==> src/fssl_pkg.sv <==
// Constants and types for the frame sync search and lock block.
// Assumes a single 20 MHz clock and frame-rate pulse inputs.
package fssl_pkg;
    // ****************************************
    // Widths and timing
    // ****************************************
    localparam int DEC_W = 4;              // Decision counter width
    localparam int LOSS_W = 5;             // Loss counter width
    localparam int CLK_HZ = 20000000;      // Clock rate
    localparam int FORCE_US = 200;         // Forced search pulse, microseconds
    localparam int FORCE_CYC = FORCE_US * (CLK_HZ / 1000000); // Longest time rounds down
    localparam int FORCE_W = 13;           // Width holding FORCE_CYC
    // ****************************************
    // Reset values
    // ****************************************
    localparam logic [DEC_W-1:0] DEC_RST = 4'h0;
    localparam logic [LOSS_W-1:0] LOSS_RST = 5'h00;
    localparam logic [FORCE_W-1:0] FORCE_RST = 13'h0000;
    // Forced search pulse states
    typedef enum logic [1:0] {FS_IDLE, FS_ARMED, FS_PULSE} fssl_force_t;
endpackage : fssl_pkg

==> src/fssl_search_lock.sv <==
// Search and lock decision logic for a telemetry decommutator.
// Assumes recognition, bracket and channel-15 inputs come from pins and are synchronised here.
// Limits are plain static ports; a width parameter stands in for the forced-search one-shot.
`timescale 1ns/1ps
module fssl_search_lock #(
    parameter int FORCE_CYCLES = fssl_pkg::FORCE_CYC // Shorten for simulation
) (
    input wire logic clk_in,                              // 20 MHz clock
    input wire logic reset_n_in,                          // Async reset, low
    input wire logic recog_in,                            // Frame sync recognition level
    input wire logic bracket_in,                          // Channel-zero bracket level
    input wire logic chan15_in,                           // Expected channel 15 level
    input wire logic manual_reset_in,                     // Push-button, level
    input wire logic [fssl_pkg::DEC_W-1:0] agree_limit_select_in,    // Agree limit minus one
    input wire logic [fssl_pkg::DEC_W-1:0] disagree_limit_select_in, // Disagree limit minus one
    output logic lock_out,                                // Lock indicator
    output logic search_out,                              // Search indicator
    output logic print_enable_out,                        // Printout permitted
    output logic search_start_out,                        // One cycle at search start
    output logic sorter_reset_out,                        // Channel sorter realign pulse
    output logic gate_armed_out,                          // Realign gate open
    output logic lock_lost_out,                           // Loss overflow flag
    output logic [fssl_pkg::DEC_W-1:0] agree_count_out,   // In-sync count
    output logic [fssl_pkg::DEC_W-1:0] disagree_count_out // Out-of-sync count
);
    import fssl_pkg::*;

    // ****************************************
    // Input synchronisers
    // ****************************************
    logic [3:0] sync1_ff; // First stage, read only by the second
    logic [3:0] sync2_ff; // Second stage
    logic [3:0] prev_ff;  // For rising edges
    logic [3:0] nxt_sync1;
    logic [3:0] nxt_sync2;
    logic [3:0] nxt_prev;
    logic [3:0] rise;     // Rising edge of each input

    // Synchroniser next values
    always_comb begin
        nxt_sync1 = {manual_reset_in, chan15_in, bracket_in, recog_in};
        nxt_sync2 = sync1_ff;
        nxt_prev = sync2_ff;
    end

    // Synchroniser registers
    always_ff @(posedge clk_in or negedge reset_n_in) begin
        if (!reset_n_in) begin
            sync1_ff <= 4'h0;
            sync2_ff <= 4'h0;
            prev_ff <= 4'h0;
        end else begin
            sync1_ff <= nxt_sync1;
            sync2_ff <= nxt_sync2;
            prev_ff <= nxt_prev;
        end
    end

    assign rise = sync2_ff & ~prev_ff;

    // Recognition, channel-15 and push-button act on rising edges; the bracket stays a level
    // and shares the same two-stage delay, so it lines up with the recognition edge
    logic recog_p;   // Recognition pulse event
    logic bracket_l; // Bracket level, synchronised
    logic chan15_p;  // Channel 15 event
    logic manual_p;  // Manual reset event
    assign recog_p = rise[0];
    assign bracket_l = sync2_ff[1];
    assign chan15_p = rise[2];
    assign manual_p = rise[3];

    // ****************************************
    // Decision and control state
    // ****************************************
    logic [DEC_W-1:0] agree_ff;
    logic [DEC_W-1:0] disagree_ff;
    logic [LOSS_W-1:0] loss_ff;
    logic lock_ff;
    logic armed_ff;
    logic lost_ff;
    logic sorter_rst_ff;
    logic start_ff;
    fssl_force_t force_ff;
    logic [FORCE_W-1:0] force_cnt_ff;
    logic [DEC_W-1:0] nxt_agree;
    logic [DEC_W-1:0] nxt_disagree;
    logic [LOSS_W-1:0] nxt_loss;
    logic nxt_lock;
    logic nxt_armed;
    logic nxt_lost;
    logic nxt_sorter_rst;
    logic nxt_start;
    fssl_force_t nxt_force;
    logic [FORCE_W-1:0] nxt_force_cnt;

    logic agree_dec;    // In-sync decision
    logic disagree_dec; // Out-of-sync decision
    logic agree_hit;    // Agree counter at limit
    logic disagree_hit; // Disagree counter at limit
    logic force_srch;   // Forced search from loss or manual
    logic realign;      // Realign pulse this cycle

    // Coincidence: decisions exist only with a recognition pulse
    assign agree_dec = recog_p & bracket_l;
    assign disagree_dec = recog_p & ~bracket_l;
    // Limit reached when the count held before this decision equals the selected value; select n gives n+1 (1..16)
    // A realigning pulse is not counted and a forced search discards decisions, so neither
    // may reach a limit; otherwise a limit of one would lock on the very pulse that moves
    // the channel sorter, before any evaluation has taken place
    assign agree_hit = agree_dec && !realign && !force_srch
        && (agree_ff == agree_limit_select_in);
    assign disagree_hit = disagree_dec && !realign && !force_srch
        && (disagree_ff == disagree_limit_select_in);
    // The armed step counts as forced too, so lock drops in the cycle the start marker rises
    assign force_srch = (force_ff != FS_IDLE) || manual_p;
    // Armed gate fires on first recognition pulse
    assign realign = armed_ff && recog_p;

    // Next state of the decision logic
    always_comb begin
        nxt_agree = agree_ff;
        nxt_disagree = disagree_ff;
        nxt_loss = loss_ff;
        nxt_lock = lock_ff;
        nxt_armed = armed_ff;
        nxt_lost = lost_ff;
        nxt_sorter_rst = realign;
        nxt_start = 1'b0;
        nxt_force = force_ff;
        nxt_force_cnt = force_cnt_ff;
        // Count decisions separately
        if (agree_dec) begin
            nxt_agree = agree_ff + 4'h1;
        end
        if (disagree_dec) begin
            nxt_disagree = disagree_ff + 4'h1;
        end
        // Limits: a pulse is one decision, so both cannot hit together
        if (agree_hit) begin
            nxt_agree = DEC_RST;
            nxt_disagree = DEC_RST;
            nxt_lock = 1'b1;
        end else if (disagree_hit) begin
            nxt_agree = DEC_RST;
            nxt_disagree = DEC_RST;
            nxt_lock = 1'b0;
            nxt_armed = 1'b1;
        end
        // Realign clears counters; the realigning pulse itself is not counted
        if (realign) begin
            nxt_agree = DEC_RST;
            nxt_disagree = DEC_RST;
            // A forced search further down may reopen the gate in this same cycle
            nxt_armed = 1'b0;
        end
        // Flag is taken as the forced pulse starts; written before the set below so that
        // an overflow landing in that same cycle still wins
        if (force_ff == FS_ARMED) begin
            nxt_lost = 1'b0;
        end
        // Loss counter: cleared by recognition, counts channel-15 marks
        if (recog_p) begin
            nxt_loss = LOSS_RST;
        end else if (chan15_p) begin
            nxt_loss = loss_ff + 5'h01;
            if (loss_ff == {LOSS_W{1'b1}}) begin
                nxt_lost = 1'b1;
            end
        end
        // Forced search pulse sequencer
        case (force_ff)
            FS_IDLE: begin
                if (lost_ff) begin
                    nxt_force = FS_ARMED;
                end
            end
            FS_ARMED: begin
                // Flag taken above; pulse starts
                nxt_force = FS_PULSE;
                nxt_force_cnt = FORCE_RST;
            end
            FS_PULSE: begin
                // Hold for the 200 us width
                nxt_force_cnt = force_cnt_ff + 13'h0001;
                if (force_cnt_ff == FORCE_W'(FORCE_CYCLES - 1)) begin
                    nxt_force = FS_IDLE;
                end
            end
            default: begin
                nxt_force = FS_IDLE;
            end
        endcase
        // Forced search behaves as an automatic one
        if (force_srch) begin
            nxt_lock = 1'b0;
            nxt_armed = 1'b1;
            nxt_agree = DEC_RST;
            nxt_disagree = DEC_RST;
        end
        // One marker per entry: a loss-forced entry marks at the armed step, where lock also drops; a manual one on its push-button edge
        // Search start marker on the lock to search transition, on any disagree limit (also while searching) or on a fresh forced entry
        if ((lock_ff && !nxt_lock) || disagree_hit || manual_p || (force_ff == FS_ARMED)) begin
            nxt_start = 1'b1;
        end
    end

    // Every flag resets to a constant; nothing is loaded from an input during reset
    // Decision registers; power-up searching with gate armed
    always_ff @(posedge clk_in or negedge reset_n_in) begin
        if (!reset_n_in) begin
            agree_ff <= DEC_RST;
            disagree_ff <= DEC_RST;
            loss_ff <= LOSS_RST;
            lock_ff <= 1'b0;
            armed_ff <= 1'b1;
            lost_ff <= 1'b0;
            sorter_rst_ff <= 1'b0;
            start_ff <= 1'b0;
            force_ff <= FS_IDLE;
            force_cnt_ff <= FORCE_RST;
        end else begin
            agree_ff <= nxt_agree;
            disagree_ff <= nxt_disagree;
            loss_ff <= nxt_loss;
            lock_ff <= nxt_lock;
            armed_ff <= nxt_armed;
            lost_ff <= nxt_lost;
            sorter_rst_ff <= nxt_sorter_rst;
            start_ff <= nxt_start;
            force_ff <= nxt_force;
            force_cnt_ff <= nxt_force_cnt;
        end
    end

    // ****************************************
    // Outputs
    // ****************************************
    // Indicators and printout follow the one lock flag, so they can never disagree
    assign lock_out = lock_ff;
    assign search_out = ~lock_ff;
    assign print_enable_out = lock_ff;
    assign search_start_out = start_ff;
    assign sorter_reset_out = sorter_rst_ff;
    assign gate_armed_out = armed_ff;
    assign lock_lost_out = lost_ff;
    assign agree_count_out = agree_ff;
    assign disagree_count_out = disagree_ff;
endmodule : fssl_search_lock

==> config.mk <==
export PLATFORM = sky130hd
export DESIGN_NAME = fssl_search_lock
export DESIGN_NICKNAME = d
export VERILOG_FILES = /design/src/fssl_pkg.sv /design/src/fssl_search_lock.sv
export SDC_FILE = /design/constraint.sdc
export NUM_CORES = 1
export LEC_CHECK = 0
export BUFFER_PORTS_ARGS = -buffer_cell sky130_fd_sc_hd__buf_2
export CAP_MARGIN = 20
export CORE_ASPECT_RATIO = 1.2
export CORE_MARGIN = 1.5
export CORE_UTILIZATION = 51
export DETAILED_ROUTE_END_ITERATION = 6
export HOLD_SLACK_MARGIN = 0.08
export PLACE_DENSITY = 0.73
export SLEW_MARGIN = 25
export SYNTH_ARGS = -nofsm -noshare
export SYNTH_HDL_FRONTEND = slang
export SYNTH_SLANG_ARGS = --single-unit
==> constraint.sdc <==
create_clock -name clk_in -period 1.6 [get_ports clk_in]
set_input_delay 0.16 -clock clk_in [delete_from_list [all_inputs] [get_ports clk_in]]
set_output_delay 0.16 -clock clk_in [all_outputs]
set_load 0.005 [all_outputs]
* Word level (Yosys, flattened, before mapping)
Index checks and enable logic that the tools add are counted.
** Storage, ports and cells
- Bits of input ports :: 14
- Output and inout port bits :: 15
- Register bits after elaboration :: 45
- Word-level logic and storage cells :: 84
** Cells by class
- Add/sub/neg operators :: 4
- Reductions and logical operators :: 24
- Muxes and demuxes :: 28
- Equal/unequal tests :: 9
- Bitwise gates (word level) :: 6
** Operators by type and width (number)
- 2-to-1 mux 4 bit :: 10
- case mux 13 bit (2 select lines) :: 1
- adder 13 x 1 -> 13 bit, second input constant :: 1
- == test 13 x 12 -> 1 bit, second input constant :: 1
- 2-to-1 mux 1 bit :: 12
- 2-to-1 mux 5 bit :: 2
- nonzero test 5 bit :: 2
- adder 4 x 1 -> 4 bit, second input constant :: 2
- == test 4 bit :: 2
- logical AND 1 bit :: 8
- case mux 2 bit (3 select lines) :: 1
- nonzero test 2 bit :: 3
- adder 5 x 1 -> 5 bit, second input constant :: 1
- == test 5 bit, second input constant :: 1
- AND 4 bit :: 1
- logical OR 1 bit :: 4
- 2-to-1 mux 2 bit :: 2
- != test 2 bit, second input constant :: 2
- NOT 4 bit :: 1
- AND reduction 2 bit :: 2
- logical NOT 1 bit :: 3
- != test 3 x 2 -> 1 bit, second input constant :: 1
- nonzero test 3 bit :: 1
- AND 1 bit :: 2
- other kinds (4) :: 5

* Longest topological paths before layout
- Depth after elaboration :: 16
- Mapped depth :: 7
- Depth with buffers taken out :: 6

* Least setup slack after synthesis
No wires, ideal clock.
- Path type :: register -> register
- From :: register force_cnt_ff[0]
- To :: register force_cnt_ff[10]
- Arrival :: 1.463 ns
- Buffers on the path :: 0
- Path slack :: 0.068 ns
- Data required time :: 1.531 ns
- Period minus slack after synthesis :: 1.532 ns
- Setup time :: 0.069 ns
- Cell stages (with the launch flop) :: 6
- Cells stage by stage :: dfrtp_1 -> ha_1 -> and4_4 -> nand3_2 -> or4_1 -> nand3_1
** Between the ends
- Word-level cells in the longest chain between the ends :: 2
** RTL lines
- start: declaration :: RTL line fssl_search_lock.sv:84 : logic [FORCE_W-1:0] force_cnt_ff;
- start signal: assignment :: RTL line fssl_search_lock.sv:231 : force_cnt_ff <= nxt_force_cnt;
- adder 13 x 1 -> 13 bit :: RTL line fssl_search_lock.sv:184 : nxt_force_cnt = force_cnt_ff + 13'h0001;
- case mux 13 bit (2 select lines) :: RTL line fssl_search_lock.sv:171 : case (force_ff)
No other way between the ends.
A chain may end at the register's enable or synchronous reset.

* Final worst setup path
- From :: register force_cnt_ff[0]
- To :: register force_ff[1]
** Between the ends
- Word-level cells in the longest chain between the ends :: 3
** RTL lines
- == test 13 x 12 -> 1 bit :: RTL line fssl_search_lock.sv:185 : if (force_cnt_ff == FORCE_W'(FORCE_CYCLES - 1)) begin
- != test 2 bit (no source line)
- AND reduction 2 bit (no source line)
- end signal: assignment :: RTL line fssl_search_lock.sv:230 : force_ff <= nxt_force;
- end: declaration :: RTL line fssl_search_lock.sv:83 : fssl_force_t force_ff;
No other way between the ends.

==> reports/results.txt <==
slew at the pin with the worst max-slew slack = 546 ps
1st-iter DRT viols = 50
top-count cell post-synth = dfrtp_1
WP buf/inv = 0
largest net degree at the start of global routing = 45
Req. time, crit path = 1790 ps
CP endpoint kind = flip-flop
Post-Syn Nets = 215
total core area = 0.00397 mm²
die area = 0.00457 mm²
critical-path cell list = ha_2, and4_4, nand4_1, a22o_1, mux2_2
synth unique cells = 43
Vias/cell = 5.23
routed wire length on met2 = 2000 µm
Synth area leader = dfrtp_1
Final period util = 0.950
Post-synth EDFFs = 0
post-synthesis register bit count = 44
Post-Syn Instances = 192
Mean Syn Cell Area = 11.1 µm²
crit-path leading delay family = flip-flops
fill count = 333
CP max stage cell = dfrtp_1
share of layout cells above drive strength 1 = 0.280
final hold slack = 350 ps
Arrival @ worst endpoint = 1710 ps
Switching Fraction = 0.267
Synth async-reset ratio = 1.00
CP startpoint kind = flip-flop
Fin. Hold Viols = 0
status = finished, final reports clean
H-tree Lvls = 2
CP Class = flip-flop to flip-flop
worst skew pair latency = 300 ps
Max Cap Viol = 0
Die Y = 73.7 µm
number of buffers created by CTS = 5
Main synth FF type = dfrtp_1
Worst Skew = 11.2 ps
Slew Limit Headroom = 0.636
DR DRC count = 0
HPWL Detailed = 2790 µm
crit path time final = 1520 ps
Initial Util = 0.535
max layer used = met4
DRT met1 WL = 1680 µm
initial antenna violation count = 0
final net count = 265
placed insts = 283
root buffer cell = clkbuf_8
# rows = 25
combinational fraction of design power = 0.177
overall power = 2360 µW
Synth area leaders = dfrtp_1 (51%), ha_1 (5.3%), xnor2_1 (4.9%)
YS warnings = 0
power density over the cells = 907 mW/mm²
FMAX = 0.658 GHz
Worst Hold Class = flip-flop to flip-flop
Post-synth top cells = dfrtp_1 (43), nand2_1 (16), nor2_1 (12), xnor2_1 (12), nand3_1 (11)
setup TNS = 0 ps
crit-path max FO = 4
leakage = 0.00124 µW
sequential-to-total area share from yosys stat = 0.518
Clk pwr share = 0.303
WL final = 3880 µm
Antenna Cells = 0
met3 wire length = 132 µm
Longest Clk Path Bufs = 2
Tot GR Track Use = 0.204
# setup viols final = 0
Antenna Nets Post-Route = 0
area share of the largest cell type after synthesis = 0.506
Placer Congestion = 0.797
IO Count = 29
vias in the first global route = 1554
switching pwr = 632 µW
Non-Filler Instances = 297
maximum VDD drop = 0.000549 V
CP max stage delay = 380 ps
Final Instance Area = 0.00261 mm²
PortBufs = 28
overall die width = 62.0 µm
max-slew violations = 0
CTS tree = built
grt total ovfl = 0
cell-internal power = 1730 µW
area post-placement = 0.00241 mm²
share of power burned in registers = 0.520
first-pass GRT wire length = 6810 µm
Reg clk slew, reported paths = 80 ps
clock sink total = 44
unrepaired setup endpoints after global routing = true
Pre-Repair DR Iteration Count = 5
wire per inst = 13.1 µm
synthesized cell area = 0.00213 mm²
area grow syn2layout = 22.5%
Via Count = 1552
[cell type report]
class | instances | area, µm² | area share
clock buffers | 7 | 86.3 | 0.0331
clock inverters | 1 | 7.51 | 0.00288
inverters | 8 | 30.0 | 0.0115
multi-input cells | 135 | 1010 | 0.387
flip-flops and latches | 44 | 1100 | 0.423
well taps | 54 | 67.6 | 0.0259
repair buffers | 48 | 303 | 0.116
[what timing repair did]
action                                  4_1_cts  5_1_grt
endpoints found under the setup margin        2       11
endpoints found under the hold margin        47        0
pin swaps                                     1        4
buffers inserted                              0        1
gates resized for setup                       2        5
hold buffers                                  5        0
[worst paths after layout]
| kind | from | end | slack [ps] | cells past startpoint |
|---|---|---|---|---|
| hold reg to reg | nxt_sync2[1] | nxt_prev[1] | 350 | 0 |
| setup / recovery | force_cnt_ff[0] | force_ff[1] | 80 | 5 |
| min in group asynchronous | reset_n_in | loss_ff[3] | 470 | 3 |
| hold / removal | nxt_sync2[1] | nxt_prev[1] | 350 | 0 |
| max in group asynchronous | reset_n_in | gate_armed_out | 740 | 3 |
| setup reg to reg | force_cnt_ff[0] | force_ff[1] | 80 | 5 |
[cells in the final DEF, fill, tap and decap left out, types with 2 or more instances in the layout]
cell type / count
dfrtp_1: 43
ha_1: 7
nand3_1: 10
xnor2_1: 12
clkbuf_8: 6
buf_2: 28
a22o_1: 2
nand2_1: 16
mux2_2: 2
nor3_1: 6
nor2_1: 12
nor2b_1: 4
o21ai_0: 7
inv_1: 8
a21o_1: 2
buf_4: 15
and2_2: 2
nor4_1: 9
nand4_1: 4
o22ai_1: 2
dlygate4sd3_1: 5
mux2i_1: 6
xor2_1: 8
[power by group through the flow]
stage	registers [µW]	clock network [µW]	logic (µW)
floorplan	1250	0	257
global placement	1250	0	378
detailed placement	1250	0	390
CTS	1230	740	402
global route	1240	788	479
finish	1230	716	418
[registers in the layout (all words and copies together) (netlist names)]
signal / count
nxt_prev: 4
agree_count_out: 4
force_cnt_ff: 13
lock_out: 1
gate_armed_out: 1
sorter_reset_out: 1
loss_ff: 5
lock_lost_out: 1
force_ff: 2
prev_ff: 3
disagree_count_out: 4
nxt_sync2: 4
search_start_out: 1
[cell families after synthesis]
| family | count (synthesis) | synth area share |
|---|---|---|
| AND/OR/NAND/NOR | 80 | 0.221 |
| XOR/XNOR | 20 | 0.0824 |
| adder cells (fa/ha/maj) | 9 | 0.0529 |
| multiplexers | 8 | 0.0388 |
| flip-flops | 44 | 0.518 |
| buffers and inverters | 13 | 0.0300 |
| AO/OA/AOI/OAI | 18 | 0.0571 |
[routing by layer]
metal / vias up / track usage
li1: 771 / -
met1: 743 / 0.240
met2: 32 / 0.350
met3: 6 / 0.0475
met4: 0 / 0.0804
met5: - / 0
[stage by stage]
stage / utilization / worst slack, ps
after floorplan: - / 67.8
after global placement: 0.606 / 52.9
after detailed placement: 0.606 / -33.3
after CTS: 0.645 / 3.83
after global routing: 0.656 / -44.5
final: 0.656 / 80.2
Power figures use the tool's default switching activity.
